File: src/pxb_pkg.sv
// Constants for the priority crossbar pin assigner
package pxb_pkg;
  // Register addresses
  localparam logic [7:0] ADDR_SEL_FIRST = 8'he1;
  localparam logic [7:0] ADDR_SEL_SECOND = 8'he2;
  localparam logic [7:0] ADDR_SEL_THIRD = 8'he3;
  localparam logic [7:0] ADDR_SKIP0 = 8'hd4;
  localparam logic [7:0] ADDR_SKIP1 = 8'hd5;
  localparam logic [7:0] ADDR_SKIP2 = 8'hd6;
  localparam logic [7:0] ADDR_MDIN0 = 8'hf1;
  localparam logic [7:0] ADDR_MDIN1 = 8'hf2;
  localparam logic [7:0] ADDR_MDIN2 = 8'hf3;
  localparam logic [7:0] ADDR_MDOUT0 = 8'ha4;
  localparam logic [7:0] ADDR_MDOUT1 = 8'ha5;
  localparam logic [7:0] ADDR_MDOUT2 = 8'ha6;
  // Reset values
  localparam logic [7:0] RST_SEL = 8'h00;
  localparam logic [7:0] RST_SKIP = 8'h00;
  localparam logic [7:0] RST_MDIN = 8'hff;
  localparam logic [7:0] RST_MDOUT = 8'h00;
  // Select-first fields
  localparam int B_CMP1_ASYNC = 7;
  localparam int B_CMP1_SYNC = 6;
  localparam int B_CMP0_ASYNC = 5;
  localparam int B_CMP0_SYNC = 4;
  localparam int B_CLKOUT = 3;
  localparam int B_SMBUS = 2;
  localparam int B_SPI = 1;
  localparam int B_SER0 = 0;
  // Select-second fields
  localparam int B_PULLUP_DIS = 7;
  localparam int B_XBAR_EN = 6;
  localparam int B_T1 = 5;
  localparam int B_T0 = 4;
  localparam int B_ECI = 3;
  localparam int B_CEX_HI = 2;
  // Select-third fields
  localparam int B_UART1 = 0;
  localparam logic [7:0] SEL_THIRD_MASK = 8'h03;
  // Pins
  localparam int NPIN = 24;
  localparam int LAST_CAND = 22;
  localparam int PIN_SER_TX = 4;
  localparam int PIN_SER_RX = 5;
  // Peripheral signal slots in priority order
  localparam int NSIG = 23;
  localparam int S_SER_TX = 0;
  localparam int S_SER_RX = 1;
  localparam int S_SCK = 2;
  localparam int S_MISO = 3;
  localparam int S_MOSI = 4;
  localparam int S_NSS = 5;
  localparam int S_SDA = 6;
  localparam int S_SCL = 7;
  localparam int S_CMP0 = 8;
  localparam int S_CMP0A = 9;
  localparam int S_CMP1 = 10;
  localparam int S_CMP1A = 11;
  localparam int S_CLKOUT = 12;
  localparam int S_CC0 = 13;
  localparam int S_ECI = 18;
  localparam int S_T0 = 19;
  localparam int S_T1 = 20;
  localparam int S_TX1 = 21;
  localparam int S_RX1 = 22;
  localparam int NCEX = 5;
  localparam logic [1:0] NSS_3WIRE = 2'h0;
endpackage

File: src/pxb_crossbar.sv
// Priority crossbar that routes peripheral signals onto port pins
`timescale 1ns/10ps
module pxb_crossbar (
  // Clock and reset
  input wire logic i_clk,
  input wire logic i_rst,
  // Register port
  input wire logic [7:0] i_sfr_addr,
  input wire logic [7:0] i_sfr_wdata,
  input wire logic i_sfr_wr,
  input wire logic i_sfr_rd,
  output logic [7:0] o_sfr_rdata,
  // Peripheral side
  input wire logic [22:0] i_per_out,
  input wire logic [22:0] i_per_oe,
  output logic [22:0] o_per_in,
  input wire logic [1:0] i_spi_nss_mode,
  input wire logic i_output_clock_select,
  input wire logic i_system_clock_main,
  input wire logic i_system_clock_alt,
  // Port latch side
  input wire logic [23:0] i_gpio_out,
  output logic [23:0] o_gpio_in,
  // Pins
  input wire logic [23:0] i_pin_in,
  output logic [23:0] o_pin_out,
  output logic [23:0] o_pin_oe,
  output logic [23:0] o_pin_pullup,
  output logic [23:0] o_pin_rx_en
);
  logic [7:0] sel_first_r;
  logic [7:0] sel_second_r;
  logic [7:0] sel_third_r;
  logic [23:0] skip_r;
  logic [23:0] mdin_r;
  logic [23:0] mdout_r;
  logic [7:0] rdata_r;
  logic [23:0] sync1_r;
  logic [23:0] sync2_r;
  logic [23:0] sync3_r;
  logic [23:0] filt_r;
  logic [22:0] per_in_r;
  logic [23:0] gpio_in_r;
  logic [23:0] pin_out_r;
  logic [23:0] pin_oe_r;
  logic [23:0] pin_pu_r;
  logic [23:0] pin_rx_r;
  logic [22:0] sig_en;
  logic [22:0] per_val;
  logic [23:0] pin_asg;
  logic [4:0] pin_sig [24];
  logic [22:0] sig_placed;
  logic [4:0] sig_pin [23];
  logic [23:0] pin_out_nxt;
  logic [23:0] pin_oe_nxt;
  logic [23:0] pin_pu_nxt;
  logic [23:0] pin_rx_nxt;
  logic [22:0] per_in_nxt;
  logic [2:0] cex_code;
  logic xbar_en;
  logic pu_dis;

  assign xbar_en = sel_second_r[pxb_pkg::B_XBAR_EN];
  assign pu_dis = sel_second_r[pxb_pkg::B_PULLUP_DIS];
  assign cex_code = sel_second_r[pxb_pkg::B_CEX_HI:0];

  // Register writes
  always_ff @(posedge i_clk) begin
    if (i_rst) begin
      sel_first_r <= pxb_pkg::RST_SEL;
      sel_second_r <= pxb_pkg::RST_SEL;
      sel_third_r <= pxb_pkg::RST_SEL;
      skip_r <= {3{pxb_pkg::RST_SKIP}};
      mdin_r <= {3{pxb_pkg::RST_MDIN}};
      mdout_r <= {3{pxb_pkg::RST_MDOUT}};
    end else if (i_sfr_wr) begin
      if (i_sfr_addr == pxb_pkg::ADDR_SEL_FIRST) begin
        sel_first_r <= i_sfr_wdata;
      end else if (i_sfr_addr == pxb_pkg::ADDR_SEL_SECOND) begin
        sel_second_r <= i_sfr_wdata;
      end else if (i_sfr_addr == pxb_pkg::ADDR_SEL_THIRD) begin
        sel_third_r <= i_sfr_wdata & pxb_pkg::SEL_THIRD_MASK;
      end else if (i_sfr_addr == pxb_pkg::ADDR_SKIP0) begin
        skip_r[7:0] <= i_sfr_wdata;
      end else if (i_sfr_addr == pxb_pkg::ADDR_SKIP1) begin
        skip_r[15:8] <= i_sfr_wdata;
      end else if (i_sfr_addr == pxb_pkg::ADDR_SKIP2) begin
        skip_r[23:16] <= i_sfr_wdata;
      end else if (i_sfr_addr == pxb_pkg::ADDR_MDIN0) begin
        mdin_r[7:0] <= i_sfr_wdata;
      end else if (i_sfr_addr == pxb_pkg::ADDR_MDIN1) begin
        mdin_r[15:8] <= i_sfr_wdata;
      end else if (i_sfr_addr == pxb_pkg::ADDR_MDIN2) begin
        mdin_r[23:16] <= i_sfr_wdata;
      end else if (i_sfr_addr == pxb_pkg::ADDR_MDOUT0) begin
        mdout_r[7:0] <= i_sfr_wdata;
      end else if (i_sfr_addr == pxb_pkg::ADDR_MDOUT1) begin
        mdout_r[15:8] <= i_sfr_wdata;
      end else if (i_sfr_addr == pxb_pkg::ADDR_MDOUT2) begin
        mdout_r[23:16] <= i_sfr_wdata;
      end
    end
  end

  // Register reads, one cycle after the strobe; unmapped reads zero
  always_ff @(posedge i_clk) begin
    if (i_rst) begin
      rdata_r <= 8'h00;
    end else if (i_sfr_rd) begin
      if (i_sfr_addr == pxb_pkg::ADDR_SEL_FIRST) begin
        rdata_r <= sel_first_r;
      end else if (i_sfr_addr == pxb_pkg::ADDR_SEL_SECOND) begin
        rdata_r <= sel_second_r;
      end else if (i_sfr_addr == pxb_pkg::ADDR_SEL_THIRD) begin
        rdata_r <= sel_third_r;
      end else if (i_sfr_addr == pxb_pkg::ADDR_SKIP0) begin
        rdata_r <= skip_r[7:0];
      end else if (i_sfr_addr == pxb_pkg::ADDR_SKIP1) begin
        rdata_r <= skip_r[15:8];
      end else if (i_sfr_addr == pxb_pkg::ADDR_SKIP2) begin
        rdata_r <= skip_r[23:16];
      end else if (i_sfr_addr == pxb_pkg::ADDR_MDIN0) begin
        rdata_r <= mdin_r[7:0];
      end else if (i_sfr_addr == pxb_pkg::ADDR_MDIN1) begin
        rdata_r <= mdin_r[15:8];
      end else if (i_sfr_addr == pxb_pkg::ADDR_MDIN2) begin
        rdata_r <= mdin_r[23:16];
      end else if (i_sfr_addr == pxb_pkg::ADDR_MDOUT0) begin
        rdata_r <= mdout_r[7:0];
      end else if (i_sfr_addr == pxb_pkg::ADDR_MDOUT1) begin
        rdata_r <= mdout_r[15:8];
      end else if (i_sfr_addr == pxb_pkg::ADDR_MDOUT2) begin
        rdata_r <= mdout_r[23:16];
      end else begin
        rdata_r <= 8'h00;
      end
    end
  end

  // Which signal slots are requested
  always_comb begin
    sig_en = '0;
    sig_en[pxb_pkg::S_SER_TX] = sel_first_r[pxb_pkg::B_SER0];
    sig_en[pxb_pkg::S_SER_RX] = sel_first_r[pxb_pkg::B_SER0];
    sig_en[pxb_pkg::S_SCK] = sel_first_r[pxb_pkg::B_SPI];
    sig_en[pxb_pkg::S_MISO] = sel_first_r[pxb_pkg::B_SPI];
    sig_en[pxb_pkg::S_MOSI] = sel_first_r[pxb_pkg::B_SPI];
    sig_en[pxb_pkg::S_NSS] = sel_first_r[pxb_pkg::B_SPI] && (i_spi_nss_mode != pxb_pkg::NSS_3WIRE);
    sig_en[pxb_pkg::S_SDA] = sel_first_r[pxb_pkg::B_SMBUS];
    sig_en[pxb_pkg::S_SCL] = sel_first_r[pxb_pkg::B_SMBUS];
    sig_en[pxb_pkg::S_CMP0] = sel_first_r[pxb_pkg::B_CMP0_SYNC];
    sig_en[pxb_pkg::S_CMP0A] = sel_first_r[pxb_pkg::B_CMP0_ASYNC];
    sig_en[pxb_pkg::S_CMP1] = sel_first_r[pxb_pkg::B_CMP1_SYNC];
    sig_en[pxb_pkg::S_CMP1A] = sel_first_r[pxb_pkg::B_CMP1_ASYNC];
    sig_en[pxb_pkg::S_CLKOUT] = sel_first_r[pxb_pkg::B_CLKOUT];
    // Reserved codes 6 and 7 route nothing
    for (int c = 0; c < pxb_pkg::NCEX; c++) begin
      sig_en[pxb_pkg::S_CC0 + c] = (cex_code <= 3'h5) && (int'(cex_code) > c);
    end
    sig_en[pxb_pkg::S_ECI] = sel_second_r[pxb_pkg::B_ECI];
    sig_en[pxb_pkg::S_T0] = sel_second_r[pxb_pkg::B_T0];
    sig_en[pxb_pkg::S_T1] = sel_second_r[pxb_pkg::B_T1];
    sig_en[pxb_pkg::S_TX1] = sel_third_r[pxb_pkg::B_UART1];
    sig_en[pxb_pkg::S_RX1] = sel_third_r[pxb_pkg::B_UART1];
  end

  // Peripheral output values; clock slot carries the inverted chosen clock
  always_comb begin
    per_val = i_per_out;
    per_val[pxb_pkg::S_CLKOUT] = ~(i_output_clock_select ? i_system_clock_alt : i_system_clock_main);
  end

  // Priority allocation, rebuilt every cycle from the registers
  always_comb begin
    logic found;
    found = 1'b0;
    pin_asg = '0;
    sig_placed = '0;
    for (int p = 0; p < pxb_pkg::NPIN; p++) begin
      pin_sig[p] = 5'h00;
    end
    for (int s = 0; s < pxb_pkg::NSIG; s++) begin
      sig_pin[s] = 5'h00;
    end
    if (sig_en[pxb_pkg::S_SER_TX]) begin
      pin_asg[pxb_pkg::PIN_SER_TX] = 1'b1;
      pin_sig[pxb_pkg::PIN_SER_TX] = 5'(pxb_pkg::S_SER_TX);
      sig_pin[pxb_pkg::S_SER_TX] = 5'(pxb_pkg::PIN_SER_TX);
      sig_placed[pxb_pkg::S_SER_TX] = 1'b1;
      pin_asg[pxb_pkg::PIN_SER_RX] = 1'b1;
      pin_sig[pxb_pkg::PIN_SER_RX] = 5'(pxb_pkg::S_SER_RX);
      sig_pin[pxb_pkg::S_SER_RX] = 5'(pxb_pkg::PIN_SER_RX);
      sig_placed[pxb_pkg::S_SER_RX] = 1'b1;
    end
    for (int s = pxb_pkg::S_SCK; s < pxb_pkg::NSIG; s++) begin
      found = 1'b0;
      if (sig_en[s]) begin
        for (int p = 0; p <= pxb_pkg::LAST_CAND; p++) begin
          if (!found && !pin_asg[p] && !skip_r[p]) begin
            found = 1'b1;
            pin_asg[p] = 1'b1;
            pin_sig[p] = 5'(s);
            sig_pin[s] = 5'(p);
            sig_placed[s] = 1'b1;
          end
        end
      end
    end
  end

  // Per-pin drive, pullup and receiver
  always_comb begin
    logic val;
    logic drv;
    logic odrain;
    val = 1'b1;
    drv = 1'b0;
    odrain = 1'b0;
    pin_out_nxt = '0;
    pin_oe_nxt = '0;
    pin_pu_nxt = '0;
    pin_rx_nxt = '0;
    for (int p = 0; p < pxb_pkg::NPIN; p++) begin
      // Leftover pins fall back to the port latch
      val = pin_asg[p] ? per_val[pin_sig[p]] : i_gpio_out[p];
      drv = pin_asg[p] ? i_per_oe[pin_sig[p]] : 1'b1;
      odrain = !mdout_r[p] || (pin_asg[p] && (pin_sig[p] == 5'(pxb_pkg::S_SDA) ||
               pin_sig[p] == 5'(pxb_pkg::S_SCL)));
      if (!mdin_r[p]) begin
        pin_out_nxt[p] = 1'b0;
        pin_oe_nxt[p] = 1'b0;
        pin_pu_nxt[p] = 1'b0;
        pin_rx_nxt[p] = 1'b0;
      end else if (!xbar_en) begin
        pin_out_nxt[p] = 1'b0;
        pin_oe_nxt[p] = 1'b0;
        pin_pu_nxt[p] = !pu_dis;
        pin_rx_nxt[p] = 1'b1;
      end else if (odrain) begin
        pin_out_nxt[p] = 1'b0;
        pin_oe_nxt[p] = drv && !val;
        pin_pu_nxt[p] = !pu_dis && !(drv && !val);
        pin_rx_nxt[p] = 1'b1;
      end else begin
        pin_out_nxt[p] = val;
        pin_oe_nxt[p] = drv;
        pin_pu_nxt[p] = 1'b0;
        pin_rx_nxt[p] = 1'b1;
      end
    end
  end

  // Values handed back to peripherals; idle high when unplaced
  always_comb begin
    per_in_nxt = '1;
    for (int s = 0; s < pxb_pkg::NSIG; s++) begin
      if (xbar_en && sig_placed[s]) begin
        per_in_nxt[s] = filt_r[sig_pin[s]] && mdin_r[sig_pin[s]];
      end
    end
  end

  // Pin synchroniser; a change counts once stages two and three agree
  always_ff @(posedge i_clk) begin
    if (i_rst) begin
      sync1_r <= '0;
      sync2_r <= '0;
      sync3_r <= '0;
      filt_r <= '0;
    end else begin
      sync1_r <= i_pin_in;
      sync2_r <= sync1_r;
      sync3_r <= sync2_r;
      for (int p = 0; p < pxb_pkg::NPIN; p++) begin
        if (sync2_r[p] == sync3_r[p]) begin
          filt_r[p] <= sync3_r[p];
        end
      end
    end
  end

  // Registered pin state; new settings land at the next edge
  always_ff @(posedge i_clk) begin
    if (i_rst) begin
      pin_out_r <= '0;
      pin_oe_r <= '0;
      pin_pu_r <= '1;
      pin_rx_r <= '1;
    end else begin
      pin_out_r <= pin_out_nxt;
      pin_oe_r <= pin_oe_nxt;
      pin_pu_r <= pin_pu_nxt;
      pin_rx_r <= pin_rx_nxt;
    end
  end

  // Readback to peripherals and port; analog pins read zero
  always_ff @(posedge i_clk) begin
    if (i_rst) begin
      per_in_r <= '1;
      gpio_in_r <= '0;
    end else begin
      per_in_r <= per_in_nxt;
      gpio_in_r <= filt_r & mdin_r;
    end
  end

  assign o_sfr_rdata = rdata_r;
  assign o_per_in = per_in_r;
  assign o_gpio_in = gpio_in_r;
  assign o_pin_out = pin_out_r;
  assign o_pin_oe = pin_oe_r;
  assign o_pin_pullup = pin_pu_r;
  assign o_pin_rx_en = pin_rx_r;
endmodule // pxb_crossbar

File: config.mk
export PLATFORM = sky130hd
export DESIGN_NAME = pxb_crossbar
export DESIGN_NICKNAME = d
export VERILOG_FILES = /design/src/pxb_pkg.sv /design/src/pxb_crossbar.sv
export SDC_FILE = /design/constraint.sdc
export NUM_CORES = 2
export LEC_CHECK = 0
export ABC_AREA = 0
export BUFFER_PORTS_ARGS = -buffer_cell sky130_fd_sc_hd__buf_2
export CAP_MARGIN = 20
export CORE_MARGIN = 2
export CORE_UTILIZATION = 29
export CTS_CLUSTER_DIAMETER = 200
export DETAILED_ROUTE_END_ITERATION = 12
export PLACE_DENSITY_LB_ADDON = 0.15
export SETUP_SLACK_MARGIN = 0.02
export SLEW_MARGIN = 5
export SYNTH_ARGS = -nofsm -noshare
export SYNTH_HDL_FRONTEND = slang
export SYNTH_SLANG_ARGS = --single-unit
export TNS_END_PERCENT = 1
File: constraint.sdc
create_clock -name i_clk -period 23.9 [get_ports i_clk]
set_input_delay 1.195 -clock i_clk [delete_from_list [all_inputs] [get_ports i_clk]]
set_output_delay 1.195 -clock i_clk [all_outputs]
set_load 0.02 [all_outputs]
After elaboration in Yosys (flattened, before gate mapping)
Cells that the tools add are included.
- bits in registers: 343
- bits in latches: 0
- memory bits (writable): 0
- memory bits (read-only): 0
- input port bits: 119
- output and inout bits: 151
- logic and storage cells: 7593
- memories: 0
- add/subtract/negate cells: 0
- multiply operators: 0
- divide/modulo/power cells: 0
- magnitude comparators: 52
- equality and inequality tests: 93
- shift operators: 0
- muxes and demuxes: 5077
- bitwise operators: 49
- reductions and logical operators: 2208
- operators by type and width (operator ; number):
    $mux W5 ; 1907
    $mux W24 ; 114
    $mux W1 ; 2620
    $mux W115 ; 21
    $mux W8 ; 253
    $logic_and A1 B1 Y1 ; 1046
    $logic_not A1 Y1 ; 1018
    $mux W23 ; 21
    $bmux W1 S5 ; 92
    $mux W16 ; 27
    $lt A5 B6 Y1 const B ; 46
    $eq A5 B3 Y1 const B ; 46
    $eq A8 B8 Y1 const B ; 12
    $reduce_or A2 Y1 ; 47
    $reduce_bool A2 Y1 ; 39
    $not A1 Y1 ; 48
    $logic_or A1 B1 Y1 ; 46
    $mux W2 ; 22
    $and A24 B24 Y24 ; 1
    $eq A1 B1 Y1 ; 24
    $ne A2 B2 Y1 const B ; 11
    $reduce_and A13 Y1 ; 1
    $reduce_and A12 Y1 ; 1
    $reduce_and A11 Y1 ; 1
    13 further kinds ; 15

Longest topological paths before layout
- depth after elaboration: 2406
- depth in mapped cells: 46
- mapped depth without buffers: 32

Worst setup path after synthesis
Ideal clock, no wire load.
- path kind: input to register
- from: input i_spi_nss_mode[1]
- to: register per_in_r[21], in the netlist o_per_in[21]
- library setup time: 82 ps
- data arrival time: 9806 ps
- required time: 23818 ps
- path slack: 14012 ps
- stages on the path: 35
- cell sequence: or2_2 -> clkbuf_1 -> a2bb2oi_1 -> a211oi_2 -> o211ai_4 -> o31ai_2 -> a21oi_2 -> a2111oi_2 -> a2111oi_2 -> buf_2 -> o21ai_4 -> nand2_2 -> a221o_1 -> o21ai_2 -> nand3_1 -> and4_1 -> and3_1 -> or3_1 -> buf_2 -> o221a_4 -> a21oi_2 -> a211o_2 -> nor3_1 -> or4_4 -> buf_6 -> a2111oi_4 -> a2bb2oi_2 -> nand2b_1 -> nor3_1 -> nor3_1 -> o22ai_2 -> mux4_2 -> mux2_2 -> mux4_2 -> o2111ai_1
- cells in the longest elaborated chain, start to end: 211
- elaborated cells on any way between the ends: 2908
- RTL lines (element ; RTL line ; source):
    from (decl) ; pxb_crossbar.sv:17 ; input wire logic [1:0] i_spi_nss_mode,
    $reduce_bool A2 Y1 (*) ; pxb_crossbar.sv:148 ; sig_en[pxb_pkg::S_NSS] = sel_first_r[pxb_pkg::B_SPI] && (i_spi_nss_mode != pxb_pkg::NSS_3WIRE);
    $logic_and A1 B1 Y1 (*) ; pxb_crossbar.sv:148 ;
    $mux W23 (*) ; pxb_crossbar.sv:197 ; if (sig_en[s]) begin
    $logic_not A1 Y1 ; pxb_crossbar.sv:199 ; if (!found && !pin_asg[p] && !skip_r[p]) begin
    $logic_and A1 B1 Y1 ; pxb_crossbar.sv:199 ;
    $mux W1 ; pxb_crossbar.sv:199 ;
    $mux W1 ; pxb_crossbar.sv:197 ;
    $logic_not A1 Y1 ; pxb_crossbar.sv:199 ;
    (+193 left out) ; - ;
    $mux W1 or $mux W23 (tied branches) ; pxb_crossbar.sv:197 ;
    $logic_not A1 Y1 ; pxb_crossbar.sv:199 ;
    $logic_and A1 B1 Y1 (2 in a row) ; pxb_crossbar.sv:199 ;
    $mux W5 or $mux W1 (tied branches) ; pxb_crossbar.sv:199 ;
    $mux W5 or $mux W1 (tied branches) (2 in a row) ; pxb_crossbar.sv:197 ;
    $bmux W1 S5 or $logic_and A1 B1 Y1 (tied branches) ; pxb_crossbar.sv:258, pxb_crossbar.sv:257 ;
    $mux W1 (not written as such) or $not A1 Y1 (tied branches) ; - ;
    $logic_and A1 B1 Y1 or $reduce_or A2 Y1 (tied branches) ; - ;
    to (signal assigned) ; pxb_crossbar.sv:303 ; per_in_r <= per_in_nxt;
    to (decl) ; pxb_crossbar.sv:42 ; logic [22:0] per_in_r;
Every way passes the cells marked *; elsewhere a longest branch is shown, timed or not. The select of a mux whose other input is x is not followed.
A chain may end at the register's enable or synchronous reset.

Final worst setup path
- from: register skip_r[1]
- to: register per_in_r[21], in the netlist o_per_in[21]
- cells in the longest elaborated chain, start to end: 227
- elaborated cells on any way between the ends: 3450
- RTL lines (element ; RTL line ; source):
    from (decl) ; pxb_crossbar.sv:34 ; logic [23:0] skip_r;
    from (signal assigned) ; pxb_crossbar.sv:73 ; skip_r <= {3{pxb_pkg::RST_SKIP}};
    from (signal assigned) ; pxb_crossbar.sv:84 ; skip_r[7:0] <= i_sfr_wdata;
    $logic_not A1 Y1 (*) ; pxb_crossbar.sv:199 ;
    $logic_and A1 B1 Y1 ; pxb_crossbar.sv:199 ;
    $mux W1 ; pxb_crossbar.sv:199 ;
    $mux W1 ; pxb_crossbar.sv:197 ;
    $mux W23 ; pxb_crossbar.sv:197 ;
    $logic_not A1 Y1 ; pxb_crossbar.sv:199 ;
    $logic_and A1 B1 Y1 (2 in a row) ; pxb_crossbar.sv:199 ;
    $mux W1 ; pxb_crossbar.sv:199 ;
    (+208 left out) ; - ;
    $mux W1 or $mux W23 (tied branches) ; pxb_crossbar.sv:197 ;
    $logic_not A1 Y1 ; pxb_crossbar.sv:199 ;
    $logic_and A1 B1 Y1 (2 in a row) ; pxb_crossbar.sv:199 ;
    $mux W5 or $mux W1 (tied branches) ; pxb_crossbar.sv:199 ;
    $mux W5 or $mux W1 (tied branches) (2 in a row) ; pxb_crossbar.sv:197 ;
    $bmux W1 S5 or $logic_and A1 B1 Y1 (tied branches) ; pxb_crossbar.sv:258, pxb_crossbar.sv:257 ;
    $mux W1 (not written as such) or $not A1 Y1 (tied branches) ; - ;
    $logic_and A1 B1 Y1 or $reduce_or A2 Y1 (tied branches) ; - ;
Marked as above.

==> results.md <==
* Core ar. at ~0.17 mm2
* Setup Crit Path Kind: flip-flop to flip-flop
* H-tree levels at 2
* Layout Nets at about 7300
* M3 GR Usage at approximately an eighth
* FF+latch count, synth at 337
* First-pass GRT wire length at 479700 um
* Top delay family on crit path: compound AO/OA/AOI/OAI gates
* Util after Layout at 32.44%
* GR Util met2 at ~56%
* Cell Area, Synth at a little under 0.05 mm2
* Met1 usage at 51.64%
* Largest net degree at the start of global routing at 84
* Yosys cell types at around 150
* Num rows at 150
* Hold Buf Count CTS at 0
* Startpoint Class: flip-flop
* CTS root buffer: clkbuf_16
* Maximum VDD drop at slightly above 0.00005 V
* RSZ-0062 raised after global routing: false
* PD cells at between 20 and 30 mW/mm2
* Status: completed
* Share of the synthesized area in the top cell type at around 14%
* DIE AREA at between 0.15 and 0.2 mm2
* Post-Route WL at about 360000 um
* Final Power at 0.001548 W
* Setup-failing EPs final at 0
* Tcrit/Tclk final at 60.17%
* Post-DR wirelength/cell at approximately 38 um
* Buffers on Ports at between 200 and 300
* Clock Sink Count at 337
* Layout area overhead at 11.36%
* Crit-path most repeated cell: nor2_1
* Syn Inst Count at 7160
* Yosys warns at 0
* CP endpoint kind: flip-flop
* Commonest non-fill, non-tap cell in the layout: nor2_1
* Routed vias/inst at 6.831
* Most used flip-flop cell after synthesis: dfxtp_1
* Clk_skew at 74.15 ps
* Initial antenna violation count at 23
* ANT nets after route at 0
* GRT overflow at 0
* Slowest cell delay on critical path at 740 ps
* DR iter-0 viols at roughly 11000
* Num CTS Buffers at 41
* Setup Fix Bufs, Post-CTS at 0
* Most frequent cells in the layout: nor2_1, nand2_1, a21oi_1
* DP HPWL at 282300 um
* Synth top area cells: dfxtp_1, mux2i_1, a21oi_1, nor2_1, nand2_1
* Initial Utilization at 29.13%
* Flop pwr share at roughly two fifths
* CTS tree: built
* Worst-Skew Late Latency at 720 ps
* Slew Limit Fails at 0
* Detailed Routing Iterations Pass 1 at 9
* Hold slack final at 436.9 ps
* Logic pwr share at 18.7%
* Via count at around 64000
* Net switching power at 0.0005335 W
* Remaining DRCs at 0
* Post-synth top area cell: dfxtp_1
* Max-slew headroom at 11.33%
* Final hold violation count at 0
* Sequential fraction of the synthesis area at 13.88%
* Share of cells above drive strength 1 at around 15%
* Synth Net Count at approximately 7300
* Critical Path Fanout Max at 50
* HP Class: flip-flop to flip-flop
* Post-synth EDFFs at 0
* Clk buf depth at 3
* Int Pwr at 0.001014 W
* Die Wd at between 400 and 500 um
* Fillcell total at 18400
* Cts repair resizes at 0
* GRT Total Usage at about two fifths
* Number of global-route vias before repair at about 58000
* Slowest cell on crit path: and4_1
* MaxCap Viol Count at 0
* RePlAce Congestion at between 1 and 1.5
* Die Height at 413.4 um
* CP Data Required Time at 24430 ps
* Fin worst setup slack at 9519 ps
* Reg clk slew, reported paths at 60 ps
* Crit path time final at around 14000 ps
* Hold_sp: sync1_r[20]
* Critical register-to-register path startpoint: skip_r[1]
* Setup Slack @ Placement at 10090 ps
* Net Sw Frac at 34.47%
* Clock group share of total power at 43.0%
* Post-synth ARST share at 0%
* Fmax at just under 0.07 GHz
* CP Data Arrival Time at roughly 15000 ps
* Mean Syn Cell Area at 6.788 um2
* CP bufs+invs at 1
* Slew @ Worst Pin at 1327 ps
* Num ports at 270
* LEAKAGE at 19.47 nW
* Busiest grt layer: met2
* Crit path from: skip_r[1]
* Setup TNS at 0 ps
-- worst reg2reg max path: cells and delay by family, from the launching register on --
kind	cells	cell delay, ps
compound gates	15	6820
buf+inv	1	590
flops	1	620
mux	3	1110
simple gates	14	5110
-- worst paths after layout --
path | cells after the start | endpoint | slack [ps]
min reg2reg | 1 | sync2_r[20] | 440
max reg2reg | 33 | o_per_in[21] | 9520
min | 1 | sync2_r[20] | 440
max | 33 | o_per_in[21] | 9520
-- synthesized netlist by cell type, drive strengths merged (98+ instances only) --
master and count:
o21ai 641, dfxtp 337, nor3 235, mux2i 331, o211ai 213, nor2b 107
nand2 807, nor2 832, a211oi 164, a22oi 98, buf 118, a221oi 122
a31oi 131, a21oi 680, clkbuf 441, nand3 293
-- cells by family after synthesis --
| family | after synthesis | share of synthesized area, % |
|---|---|---|
| flip-flops | 337 | 13.88 |
| XOR/XNOR | 34 | 0.6127 |
| buffers and inverters | 649 | 5.532 |
| AND/OR/NAND/NOR | 2778 | 27.08 |
| AO/OA/AOI/OAI | 2871 | 41.20 |
| multiplexers | 433 | 10.48 |
| adder cells (fa/ha/maj) | 58 | 1.220 |
-- power groups by stage --
stage               Combinational (W)  Sequential [W]  Clock (W)
CTS                          0.000272        0.000593   0.000679
detailed placement           0.000271        0.000605          0
global route                 0.000293        0.000594   0.000698
floorplan                    0.000139        0.000600          0
finish                       0.000289        0.000594   0.000665
global placement             0.000271        0.000605          0
-- metrics by stage --
stage | area, um2 | std cells
floorplan | 48600 | 7160
global placement | 52530 | 9324
detailed placement | 52550 | 9328
CTS | 53940 | 9403
global route | 54080 | 9422
finish | 54120 | 9441
-- final cells by class --
cell class / count / area [um2] / share of cell area, %
clock buffer: 54 / 1135 / 2.097
antenna: 20 / 50.05 / 0.09247
tap: 2204 / 2758 / 5.095
clock inverter: 21 / 251.5 / 0.4647
multi-input combinational: 6174 / 39440 / 72.87
inverter: 90 / 337.8 / 0.6242
sequential: 337 / 6758 / 12.49
timing repair buffer: 541 / 3396 / 6.274
-- per-layer routing --
layer,wire length (um),part of all wire (%)
met2,143600,40
met3,40470,11
met4,28290,7.9
met5,139,0.039
met1,145700,41
-- sequential cells by signal, indices dropped and copies added, names as in the netlist, 23 cells and up --
| name | flops |
|---|---|
| o_pin_rx_en | 24 |
| mdout_r | 24 |
| o_pin_out | 24 |
| sync2_r | 24 |
| o_gpio_in | 24 |
| o_per_in | 23 |
| sync3_r | 24 |
| skip_r | 24 |
| mdin_r | 24 |
| filt_r | 24 |
| sync1_r | 24 |
| o_pin_pullup | 24 |
| o_pin_oe | 24 |
Note: power is estimated with default switching activity, not from simulation.
